==> config.mk <==
export PLATFORM = sky130hd
export DESIGN_NAME = msd_decoder
export DESIGN_NICKNAME = d
export VERILOG_FILES = /design/src/msd_pkg.sv /design/src/msd_decoder.sv /design/src/msd_target_sel.sv
export VERILOG_INCLUDE_DIRS = /design/src /design/src/src
export SDC_FILE = /design/constraint.sdc
export NUM_CORES = 1
export LEC_CHECK = 0
export ABC_AREA = 1
export BUFFER_PORTS_ARGS = -buffer_cell sky130_fd_sc_hd__buf_2
export CAP_MARGIN = 0
export CORE_MARGIN = 5
export CORE_UTILIZATION = 30
export CTS_BUF_LIST = sky130_fd_sc_hd__clkbuf_2 sky130_fd_sc_hd__clkbuf_4 sky130_fd_sc_hd__clkbuf_8
export DETAILED_ROUTE_END_ITERATION = 16
export GPL_ROUTABILITY_DRIVEN = 0
export PLACE_DENSITY = 0.55
export RECOVER_POWER = 25
export SLEW_MARGIN = 20
export SYNTH_ARGS = -nofsm -noshare
export SYNTH_HDL_FRONTEND = slang
export SYNTH_SLANG_ARGS = --single-unit
==> constraint.sdc <==
create_clock -name mclk -period 1.09 [get_ports mclk]
set_input_delay 0.0545 -clock mclk [delete_from_list [all_inputs] [get_ports mclk]]
set_output_delay 0.0545 -clock mclk [all_outputs]
set_load 0.02 [all_outputs]
==> src/msd_regs.svh <==
// address map constants of the memory space decoder
`ifndef MSD_REGS_SVH
`define MSD_REGS_SVH
`define MSD_PROG_LAST 16'h3FFF
`define MSD_VEC_LAST 16'h007F
`define MSD_CTRL_FIRST 16'h3F80
`define MSD_XRAM_LAST 16'h02A7
`define MSD_XRAM_FULL_LAST 16'h02FF
`define MSD_XREG1_FIRST 16'h02A8
`define MSD_XREG1_LAST 16'h02EF
`define MSD_XREG2_FIRST 16'h4020
`define MSD_XREG2_LAST 16'h40FF
`define MSD_ADC_FIRST 16'h0300
`define MSD_ADC_LAST 16'h031D
`define MSD_BANK_LAST 8'h1F
`define MSD_BIT_FIRST 8'h20
`define MSD_BIT_LAST 8'h2F
`define MSD_UPPER_FIRST 8'h80
`endif

==> src/msd_pkg.sv <==
// types of the memory space decoder
package msd_pkg;
	// data space kinds seen by the core
	typedef enum logic [1:0] {
		SP_PROG,
		SP_INTERNAL,
		SP_EXTERNAL
	} msd_space_e;
	// selected target
	typedef enum logic [3:0] {
		TG_NONE,
		TG_FLASH,
		TG_BANK,
		TG_IRAM,
		TG_UPPER,
		TG_SFR,
		TG_XRAM,
		TG_XREG,
		TG_ADC
	} msd_target_e;
endpackage

==> src/msd_decoder.sv <==
// memory space decoder top: registered target strobes
//
// Functional notes
// - program 0000..3FFF selects flash
// - program 0000..007F is vector area
// - program 3F80..3FFF holds chip control bits
// - external space only via external move
// - external 0000..02A7 selects external RAM
// - 02A8..02EF (controller on), 4020..40FF select extended registers
// - external 0300..031D selects converter results
// - external RAM 768 or 680 bytes
// - internal 00..1F are four register banks
// - internal 20..7F general RAM, both kinds
// - internal 20..2F bit addressable
// - indirect 80..FF selects upper RAM
// - direct 80..FF selects function registers
// - function regs ending 0/8 bit addressable
// - control regs split internal and external
`timescale 1ns/10ps
`include "msd_regs.svh"
module msd_decoder
	import msd_pkg::*;
(
	// clock and reset
	input wire logic mclk,
	input wire logic reset,
	// core request
	input wire logic reqValid,
	input wire logic reqWrite,
	input wire logic [15:0] reqAddr,
	input wire msd_space_e reqSpace,
	input wire logic reqIndirect,
	input wire logic reqExtMove,
	input wire logic [7:0] reqWdata,
	// configuration level from the controller block
	input wire logic piEnable,
	// target read data
	input wire logic [7:0] tgtRdata,
	// target strobes
	output logic selFlash_q,
	output logic selBank_q,
	output logic selIram_q,
	output logic selUpper_q,
	output logic selSfr_q,
	output logic selXram_q,
	output logic selXreg_q,
	output logic selAdc_q,
	output logic tgtWrite_q,
	output logic [15:0] tgtAddr_q,
	output logic [7:0] tgtWdata_q,
	// attributes
	output logic bitAddr_q,
	output logic vecArea_q,
	output logic ctrlArea_q,
	// answer to core
	output logic [7:0] rspRdata_q,
	output logic rspValid_q
);
	msd_target_e target; // combinational choice
	msd_space_e effSpace; // space after the move check
	logic bitAddr, vecArea, ctrlArea;
	logic [7:0] sel; // one-hot strobe vector
	logic [7:0] sel_d, sel_q;
	logic tgtWrite_d, bitAddr_d, vecArea_d, ctrlArea_d;
	logic [15:0] tgtAddr_d;
	logic [7:0] tgtWdata_d, rspRdata_d;
	logic rspValid_d;
	logic unmapped_q, unmapped_d; // previous access hit nothing

	// external space without the move instruction is refused
	always_comb begin
		if (reqSpace == SP_EXTERNAL && !reqExtMove) begin
			effSpace = msd_space_e'(2'h3);
		end else begin
			effSpace = reqSpace;
		end
	end

	// shared selection logic
	msd_target_sel uSel (
		.addr(reqAddr),
		.space(effSpace),
		.indirect(reqIndirect),
		.piEnable(piEnable),
		.target(target),
		.bitAddr(bitAddr),
		.vecArea(vecArea),
		.ctrlArea(ctrlArea)
	);

	// one-hot decode of the target, one bit per strobe
	for (genvar i = 0; i < 8; i++) begin : gSel
		// strobe index i belongs to enum code i + 1, cut to the enum width
		assign sel[i] = reqValid && (target == msd_target_e'(4'(i + 1)));
	end

	// next values of the strobes and the answer
	always_comb begin
		sel_d = sel;
		tgtWrite_d = reqValid && reqWrite && (target != TG_NONE);
		tgtAddr_d = reqAddr;
		tgtWdata_d = reqWdata;
		bitAddr_d = reqValid && bitAddr;
		vecArea_d = reqValid && vecArea;
		ctrlArea_d = reqValid && ctrlArea;
		unmapped_d = reqValid && (target == TG_NONE);
		rspValid_d = reqValid;
		// read data for the access taken last cycle
		if (unmapped_q) begin
			rspRdata_d = 8'h00;
		end else begin
			rspRdata_d = tgtRdata;
		end
	end

	// registers
	always_ff @(posedge mclk) begin
		if (reset) begin
			sel_q <= 8'h00;
			tgtWrite_q <= 1'b0;
			tgtAddr_q <= 16'h0000;
			tgtWdata_q <= 8'h00;
			bitAddr_q <= 1'b0;
			vecArea_q <= 1'b0;
			ctrlArea_q <= 1'b0;
			unmapped_q <= 1'b0;
			rspValid_q <= 1'b0;
			rspRdata_q <= 8'h00;
		end else begin
			sel_q <= sel_d;
			tgtWrite_q <= tgtWrite_d;
			tgtAddr_q <= tgtAddr_d;
			tgtWdata_q <= tgtWdata_d;
			bitAddr_q <= bitAddr_d;
			vecArea_q <= vecArea_d;
			ctrlArea_q <= ctrlArea_d;
			unmapped_q <= unmapped_d;
			rspValid_q <= rspValid_d;
			rspRdata_q <= rspRdata_d;
		end
	end

	// strobe outputs straight from flops
	assign selFlash_q = sel_q[0];
	assign selBank_q = sel_q[1];
	assign selIram_q = sel_q[2];
	assign selUpper_q = sel_q[3];
	assign selSfr_q = sel_q[4];
	assign selXram_q = sel_q[5];
	assign selXreg_q = sel_q[6];
	assign selAdc_q = sel_q[7];

	// checks: at most one strobe per cycle
	AST_ONEHOT: assert property (@(posedge mclk) disable iff (reset)
		$onehot0(sel_q)) else $error("more than one target");
	// every access taken is answered one cycle later
	AST_RSPV: assert property (@(posedge mclk) disable iff (reset)
		reqValid |=> rspValid_q) else $error("access not answered");

	// program space
	AST_FLASH: assert property (@(posedge mclk) disable iff (reset)
		reqValid && reqSpace == SP_PROG && reqAddr <= 16'h3FFF
		|=> selFlash_q) else $error("flash not selected");
	AST_VEC: assert property (@(posedge mclk) disable iff (reset)
		vecArea_q |-> selFlash_q && tgtAddr_q <= 16'h007F)
		else $error("vector flag wrong");
	AST_CTRL: assert property (@(posedge mclk) disable iff (reset)
		ctrlArea_q |-> selFlash_q && tgtAddr_q >= 16'h3F80)
		else $error("control flag wrong");

	// external space
	AST_NOMOVE: assert property (@(posedge mclk) disable iff (reset)
		reqValid && reqSpace == SP_EXTERNAL && !reqExtMove
		|=> sel_q == 8'h00) else $error("external without move");
	AST_XRAM: assert property (@(posedge mclk) disable iff (reset)
		selXram_q |-> tgtAddr_q <= 16'h02FF)
		else $error("external RAM out of range");
	AST_ADC: assert property (@(posedge mclk) disable iff (reset)
		selAdc_q |-> tgtAddr_q >= 16'h0300 && tgtAddr_q <= 16'h031D)
		else $error("result area out of range");
	// extended registers live in two separate windows
	AST_XREG: assert property (@(posedge mclk) disable iff (reset)
		selXreg_q |-> (tgtAddr_q >= 16'h02A8 && tgtAddr_q <= 16'h02EF) ||
		(tgtAddr_q >= 16'h4020 && tgtAddr_q <= 16'h40FF))
		else $error("extended register out of range");
	// controller on: its window is registers, not RAM
	AST_PIXREG: assert property (@(posedge mclk) disable iff (reset)
		reqValid && reqSpace == SP_EXTERNAL && reqExtMove && piEnable &&
		reqAddr >= 16'h02A8 && reqAddr <= 16'h02EF
		|=> selXreg_q) else $error("controller window not registers");

	// internal space
	AST_BANK: assert property (@(posedge mclk) disable iff (reset)
		reqValid && reqSpace == SP_INTERNAL && reqAddr[7:0] <= 8'h1F
		|=> selBank_q) else $error("register bank not selected");
	AST_IRAM: assert property (@(posedge mclk) disable iff (reset)
		reqValid && reqSpace == SP_INTERNAL && reqAddr[7:0] >= 8'h20 &&
		!reqAddr[7] |=> selIram_q)
		else $error("internal RAM not selected");
	AST_BITRAM: assert property (@(posedge mclk) disable iff (reset)
		selIram_q && bitAddr_q |-> tgtAddr_q[7:0] <= 8'h2F)
		else $error("bit access outside bit area");
	AST_UPPER: assert property (@(posedge mclk) disable iff (reset)
		reqValid && reqSpace == SP_INTERNAL && reqAddr[7] && reqIndirect
		|=> selUpper_q) else $error("indirect upper not RAM");
	AST_SFR: assert property (@(posedge mclk) disable iff (reset)
		reqValid && reqSpace == SP_INTERNAL && reqAddr[7] && !reqIndirect
		|=> selSfr_q) else $error("direct upper not SFR");
	// function registers: bit flag exactly on low nibble 0 or 8
	AST_BITSFR: assert property (@(posedge mclk) disable iff (reset)
		selSfr_q |-> bitAddr_q == (tgtAddr_q[2:0] == 3'h0))
		else $error("function register bit flag wrong");

	// unmapped accesses: no write leaves, read data is zero
	AST_NOWR: assert property (@(posedge mclk) disable iff (reset)
		tgtWrite_q |-> sel_q != 8'h00) else $error("write without target");
	// read data lags the strobe by one cycle
	AST_ZERO: assert property (@(posedge mclk) disable iff (reset)
		$past(unmapped_q) |-> rspRdata_q == 8'h00)
		else $error("unmapped read not zero");

	// main scenarios
	COV_XREG: cover property (@(posedge mclk) selXreg_q);
	COV_BITSFR: cover property (@(posedge mclk) selSfr_q && bitAddr_q);
	COV_UNMAP: cover property (@(posedge mclk) unmapped_q);
	COV_VEC: cover property (@(posedge mclk) selFlash_q && vecArea_q);
	COV_UPPER: cover property (@(posedge mclk) selUpper_q);
endmodule

==> src/msd_target_sel.sv <==
// combinational address to target selection
`timescale 1ns/10ps
`include "msd_regs.svh"
module msd_target_sel
	import msd_pkg::*;
(
	// request
	input wire logic [15:0] addr,
	input wire msd_space_e space,
	input wire logic indirect,
	input wire logic piEnable,
	// answer
	output msd_target_e target,
	output logic bitAddr,
	output logic vecArea,
	output logic ctrlArea
);
	// one target per access, from address, space, kind and controller level only
	always_comb begin
		target = TG_NONE;
		bitAddr = 1'b0;
		vecArea = 1'b0;
		ctrlArea = 1'b0;
		case (space)
			SP_PROG: begin
				// flash window
				if (addr <= `MSD_PROG_LAST) begin
					target = TG_FLASH;
					vecArea = (addr <= `MSD_VEC_LAST);
					ctrlArea = (addr >= `MSD_CTRL_FIRST);
				end
			end
			SP_INTERNAL: begin
				// only the low byte counts internally
				if (addr[7:0] <= `MSD_BANK_LAST) begin
					target = TG_BANK;
				end else if (addr[7:0] < `MSD_UPPER_FIRST) begin
					target = TG_IRAM;
					bitAddr = (addr[7:0] <= `MSD_BIT_LAST);
				end else if (indirect) begin
					target = TG_UPPER;
				end else begin
					target = TG_SFR;
					bitAddr = (addr[2:0] == 3'h0);
				end
			end
			SP_EXTERNAL: begin
				// only reached by the external data move
				if (piEnable && addr >= `MSD_XREG1_FIRST &&
					addr <= `MSD_XREG1_LAST) begin
					target = TG_XREG;
				end else if (piEnable ? addr <= `MSD_XRAM_LAST
					: addr <= `MSD_XRAM_FULL_LAST) begin
					target = TG_XRAM;
				end else if (addr >= `MSD_ADC_FIRST &&
					addr <= `MSD_ADC_LAST) begin
					target = TG_ADC;
				end else if (addr >= `MSD_XREG2_FIRST &&
					addr <= `MSD_XREG2_LAST) begin
					target = TG_XREG;
				end
			end
			default: begin
				target = TG_NONE;
			end
		endcase
	end
endmodule

# [After elaboration in Yosys (flattened, before gate mapping)]
# Index checks and enable logic that the tools add are counted.
[totals] ff_bits=46 in_bits=41 out_inout_bits=45 word_cells=79
[op_classes] n_lt_le_gt_ge=14 eq_ne=11 mux=19 reduce_logical=25
[op_table] cell="less-or-equal comparator 16 x 10 -> 1 bit (second input constant)" count=4
[op_table] cell=">= comparator 16 x 10 -> 1 bit (second input constant)" count=2
[op_table] cell="two-way mux 4 bit" count=5
[op_table] cell="logical AND 1 bit" count=19
[op_table] cell="== test 4 x 3 -> 1 bit (second input constant)" count=4
[op_table] cell=">= comparator 16 x 14 -> 1 bit (second input constant)" count=1
[op_table] cell=">= comparator 16 x 15 -> 1 bit (second input constant)" count=1
[op_table] cell="less-or-equal comparator 16 x 14 -> 1 bit (second input constant)" count=1
[op_table] cell="less-or-equal comparator 16 x 15 -> 1 bit (second input constant)" count=1
[op_table] cell="less-or-equal comparator 16 x 7 -> 1 bit (second input constant)" count=1
[op_table] cell="case mux 4 bit (3 select lines)" count=1
[op_table] cell="two-way mux 1 bit" count=11
[op_table] cell="== test 4 x 2 -> 1 bit (second input constant)" count=2
[op_table] cell="less-or-equal comparator 8 x 5 -> 1 bit (second input constant)" count=1
[op_table] cell="less-or-equal comparator 8 x 6 -> 1 bit (second input constant)" count=1
[op_table] cell="< comparator 8 bit (second input constant)" count=1
[op_table] cell="== test 2 bit (second input constant)" count=2
[op_table] cell="== test 4 x 1 -> 1 bit (second input constant)" count=1
[op_table] cell="== test 4 bit (second input constant)" count=1
[op_table] cell="logical NOT 4 bit" count=1
[op_table] cell="nonzero test 4 bit" count=1
[op_table] cell="logical NOT 3 bit" count=1
[op_table] cell="two-way mux 3 bit" count=1
[op_table] cell="== test 2 x 1 -> 1 bit (second input constant)" count=1
[op_table] cell="4 further kinds" count=4

# [Depth between registers and ports, before layout]
[depth] word_depth=9 depth_mapped=13 mapped_depth_nobuf=13

# [Hierarchy]
# From an unflattened synthesis, not the netlist that was laid out.
[hier_totals] hier_cells=219 hier_area_um2=1662.8
[modules_own_cells] mod="msd_decoder" instances=1 cells_per_inst=153 area_each_um2=1357.6 seq_area_each_um2=920.9
[modules_own_cells] mod="msd_target_sel" instances=1 cells_per_inst=66 area_each_um2=305.3 seq_area_each_um2=0.0

# [Worst setup path after synthesis]
# OpenSTA, ideal clock, no wires.
[synth_timing] kind="input -> register" from="in reqAddr[11]" to="reg tgtWrite_q" setup_ns=0.118 arrival_ns=0.993 t_required_ns=0.972 setup_slack_ns=-0.021 cell_stages=10 n_path_buf=0 path_cell_list="nor2_1 nand3_1 nor2_4 nand2_2 o21bai_2 nand3_2 nand2_4 nand2_4 nor2_4 a21oi_1"
[synth_via] elab_chain_cells=9 word_cells_on_any_way=22 classes_between="9 x order compare; 7 x mux; 6 x reduce/logical"
[synth_rtl] item="start, declared" line="msd_decoder.sv:30" text="input wire logic [15:0] reqAddr,"
[synth_rtl] item=">= comparator 16 x 15 -> 1 bit (no line) or less-or-equal comparator 16 x 15 -> 1 bit (tied branches)"
[synth_rtl] item="logical AND 1 bit (no line)"
[synth_rtl] item="two-way mux 3 bit" line="msd_target_sel.sv:58" text="end else if (addr >= `MSD_XREG2_FIRST &&"
[synth_rtl] item="two-way mux 4 bit" line="msd_target_sel.sv:55" text="end else if (addr >= `MSD_ADC_FIRST &&"
[synth_rtl] item="two-way mux 4 bit" line="msd_target_sel.sv:52" text="end else if (piEnable ? addr <= `MSD_XRAM_LAST"
[synth_rtl] item="two-way mux 4 bit" line="msd_target_sel.sv:49" text="if (piEnable && addr >= `MSD_XREG1_FIRST &&"
[synth_rtl] item="case mux 4 bit (3 select lines) *" line="msd_target_sel.sv:24" text="case (space)"
[synth_rtl] item="nonzero test 4 bit *" line="msd_decoder.sv:100" text="tgtWrite_d = reqValid && reqWrite && (target != TG_NONE);"
[synth_rtl] item="logical AND 1 bit *" line="msd_decoder.sv:100"
[synth_rtl] item="end signal, assigned" line="msd_decoder.sv:131" text="tgtWrite_q <= tgtWrite_d;"
[synth_rtl] item="end, declared" line="msd_decoder.sv:48" text="output logic tgtWrite_q,"
# Mark *: on every way between the ends. The rest lies on a longest branch, timed or not.
# A chain may end at the register's enable or synchronous reset.

# [Worst setup path in the final report]
[layout_timing] from="in reqAddr[14]" to="reg sel_q[6]"
[layout_via] elab_chain_cells=9 word_cells_on_any_way=22 classes_between="9 x order compare; 1 x eq/ne; 7 x mux; 5 x reduce/logical"
[layout_rtl] item=">= comparator 16 x 15 -> 1 bit (no line) or less-or-equal comparator 16 x 15 -> 1 bit (tied branches)"
[layout_rtl] item="logical AND 1 bit (no line)"
[layout_rtl] item="two-way mux 3 bit" line="msd_target_sel.sv:58"
[layout_rtl] item="two-way mux 4 bit" line="msd_target_sel.sv:55"
[layout_rtl] item="two-way mux 4 bit" line="msd_target_sel.sv:52"
[layout_rtl] item="two-way mux 4 bit" line="msd_target_sel.sv:49"
[layout_rtl] item="case mux 4 bit (3 select lines) *" line="msd_target_sel.sv:24"
[layout_rtl] item="== test 4 x 3 -> 1 bit *" line="msd_decoder.sv:94" text="assign sel[i] = reqValid && (target == msd_target_e'(4'(i + 1)));"
[layout_rtl] item="logical AND 1 bit *" line="msd_decoder.sv:94"
[layout_rtl] item="end signal, assigned" line="msd_decoder.sv:130" text="sel_q <= sel_d;"
[layout_rtl] item="end, declared" line="msd_decoder.sv:63" text="logic [7:0] sel_d, sel_q;"
# Marked as above.

==> summary.md <==
| Metric | Value |
|---|---|
| F_max | 1020 MHz |
| Main combinational cell family by area after synthesis | simple AND/OR/NAND/NOR gates |
| DRT iter0 DRCs | 35 |
| Adder-cell share of the synthesized area | 0% |
| Overall die width | 85.3 um |
| Synth Net Count | 252 |
| GRT Overall Usage | 13.1% |
| DRT Pass-1 Iters | 4 |
| Commonest non-fill, non-tap cell in the layout | buf_2 |
| Crit path largest cell delay | 170 ps |
| Synth Warn # | 0 |
| Final wirelength | 4.66 mm |
| Delay-heaviest family, CP | simple AND/OR/NAND/NOR gates |
| WL per Instance | 10.9 um |
| Fin crit share | 90.3% |
| Grt ovf | 0 |
| Nets@finish | 394 |
| Clk buf depth | 2 |
| DR WL met2 | 2.21 mm |
| Final Cell Area | 2810 um^2 |
| CTS Sinks | 46 |
| Peak VDD IR | 0.534 mV |
| Power per cell area | 1290 nW/um^2 |
| Crit path DAT | 1170 ps |
| DR top layer | met4 |
| Worst Hold Class | input port to flip-flop |
| Compound-gate portion of the synthesized area | 1.76% |
| Netlist Area Pre-Place | 1700 um^2 |
| Final Critical Period | 984 ps |
| CP Class | input port to flip-flop |
| H-tree Lvls | 2 |
| Synth cell types | 21 |
| First-pass GRT wire length | 7.60 mm |
| Post-CTS Setup Bufs | 0 |
| Commonest non-fill, non-tap cells in the layout | 83 x buf_2, 48 x nor2_1, 46 x dfxtp_1, 40 x inv_1, 28 x buf_4 |
| CTS clk-pin slew, worst paths | 90 ps |
| R2r startpoint | unmapped_q |
| Area Overhead vs Synth | 65.2% |
| Placed Instance Area | 2430 um^2 |
| Mean Syn Cell Area | 8.06 um^2 |
| Site Rows | 27 |
| Synthesized flop and latch total | 46 |
| Total number of vias | 1673 |
| Worst hold slack | 40.7 ps |
| Status | finished clean |
| Reg2reg end | rspRdata_q[4] |
| Reg2Reg Setup Slack | 270 ps |
| Worst hold path startpoint | reqAddr[11] |
| Hold Crit Depth | 3 |
| Placed wire-length estimate | 3.56 mm |
| Sequential area share after synthesis | 54.1% |
| Initial antenna violation count | 1 |
| Inserted Clock Buffers | 5 |
| Max-cap violations | 0 |
| Crit-path slowest cell | nand4_1 |
| CP Cell Sequence | buf_2, nor2_4, nand3_4, buf_4, nor2_1, nand4_1, nand2_1, inv_1, nand2_2, nor2_1 |
| Worst-Skew Late Latency | 290 ps |
| Pins Over Slew Limit | 0 |
| Metal-1 WL | 2.07 mm |
| Die height | 85.3 um |
| Input/output buffers | 85 |
| Critical path launch point type | input port |
| Mux contribution to synthesized area | 0% |
| # IOs | 86 |
| Via/cell ratio | 3.92 |
| WP buf/inv | 3 |
| Worst rel slew slack | 50.0% |
| CTS tree | yes |
| # DRC | 0 |
| Leak pwr | 1.55 nW |
| Layout cell share with drive strength beyond 1 | 42.4% |
| Final-report hold violation count | 0 |
| Crit path max fanout | 4 |
| Starting Density | 30.9% |
| Simple-gate share of the synthesized area | 33.1% |
| Die ar. | 7280 um^2 |
| Least-Margin Pin Slew | 750 ps |
| WP data required | 1280 ps |
| Most used cell, CP | nor2_1 |
| Fillers | 551 |
| CTS Root Cell | clkbuf_8 |
| Critical Path End Type | flip-flop |
| Unrepaired setup endpoints after global routing | no |
| Post-synthesis xor/xnor area fraction | 0% |
| Vias in the first global route | 1651 |
| Antenna Nets Post-Route | 0 |
| Min-Delay Endpoint | ctrlArea_q |
| Largest net degree at the start of global routing | 18 |
| Gate Count Post-Synth | 211 |
| Worst Reg-to-Reg Cells | 2 |
| Clock Skew | 4.77 ps |
| Final setup vio count | 0 |
| Core Footprint | 5510 um^2 |
| Met3 wire length | 286 um |
==> metrics by stage <==
step / setup slack (ps) / util, % / cells / TNS (ps) / power [mW]
3_5_place_dp: -230 / 44.2 / 394 / -1810 / 2.34
3_3_place_gp: -215 / 44.2 / 394 / -1790 / 2.33
2_1_floorplan: -0.444 / - / 211 / -0.444 / 2.07
4_1_cts: 40.1 / 50.8 / 427 / 0 / 3.69
6_report: 106 / 51.1 / 427 / 0 / 3.63
5_1_grt: 2.18 / 51.1 / 427 / 0 / 3.84
==> how the worst max path moves through the flow <==
stage           startpoint  cells past startpoint  slack, ps          to
6_report       reqAddr[14]                     10        110    sel_q[6]
5_1_grt        reqAddr[14]                     14          2    sel_q[1]
4_1_cts         reqAddr[2]                      7         40   bitAddr_q
3_5_place_dp   reqAddr[11]                     13       -230    sel_q[5]
3_3_place_gp   reqAddr[11]                     13       -220    sel_q[1]
2_1_floorplan  reqAddr[14]                     10       -0.4  tgtWrite_q
==> logic make-up after synthesis <==
logic type	after synthesis
compound gates	4
buf+inv	50
simple gates	111
flops	46
==> worst reg2reg max path, stage by stage (launching register included) <==
cell and delay [ps]:
dfxtp_1 300, or2_2 360, nor2_1 110
==> metal layers <==
layer / vias up / track usage, %
met5: - / 0
met4: 0 / 7.34
met3: 8 / 3.01
met2: 49 / 21.3
met1: 706 / 16.0
li1: 910 / -
==> synthesized netlist by cell type <==
master	count	area share, %
a21oi_1	2	0.59
a41oi_1	1	0.51
clkbuf_1	4	0.88
dfxtp_1	46	54
inv_1	44	9.7
inv_2	2	0.44
nand2_1	24	5.3
nand2_2	3	1.1
nand2_4	3	2.0
nand3_1	8	2.4
nand3_2	1	0.59
nand3_4	2	2.1
nand4_1	4	1.5
nor2_1	49	11
nor2_2	3	1.1
nor2_4	4	2.6
nor3_1	6	1.8
nor3_2	2	1.2
nor4_1	1	0.37
o21bai_2	1	0.66
or2_2	1	0.37
==> registers in the layout, summed over array words and instances, names as in the netlist <==
register    flops
tgtAddr_q      16
tgtWrite_q      1
tgtWdata_q      8
bitAddr_q       1
vecArea_q       1
rspRdata_q      8
ctrlArea_q      1
rspValid_q      1
sel_q           8
unmapped_q      1
==> where the power goes <==
group          internal [mW]  total (mW)  switching (mW)
Sequential              1.75        1.77          0.0144
Combinational          0.278       0.599           0.321
Clock                  0.709        1.27           0.561
Total                   2.74        3.63           0.896
==> timing repair <==
item | 4_1_cts | 5_1_grt
endpoints found under the setup margin | 0 | 7
hold buffers | 25 | 2
hold endpoints to repair | 25 | 2
resized for setup | 0 | 12
==> area by class of cell <==
cell class / count / area, um^2 / share of cell area, %
diodes: 1 / 2.50 / 0.0890
clock buffers: 6 / 76.3 / 2.71
clock inverters: 2 / 37.5 / 1.34
inverters: 46 / 173 / 6.14
multi-input cells: 115 / 621 / 22.1
flip-flops and latches: 46 / 921 / 32.8
well taps: 72 / 90.1 / 3.20
repair buffers: 139 / 891 / 31.7
Note: power is estimated with default switching activity, not from simulation.
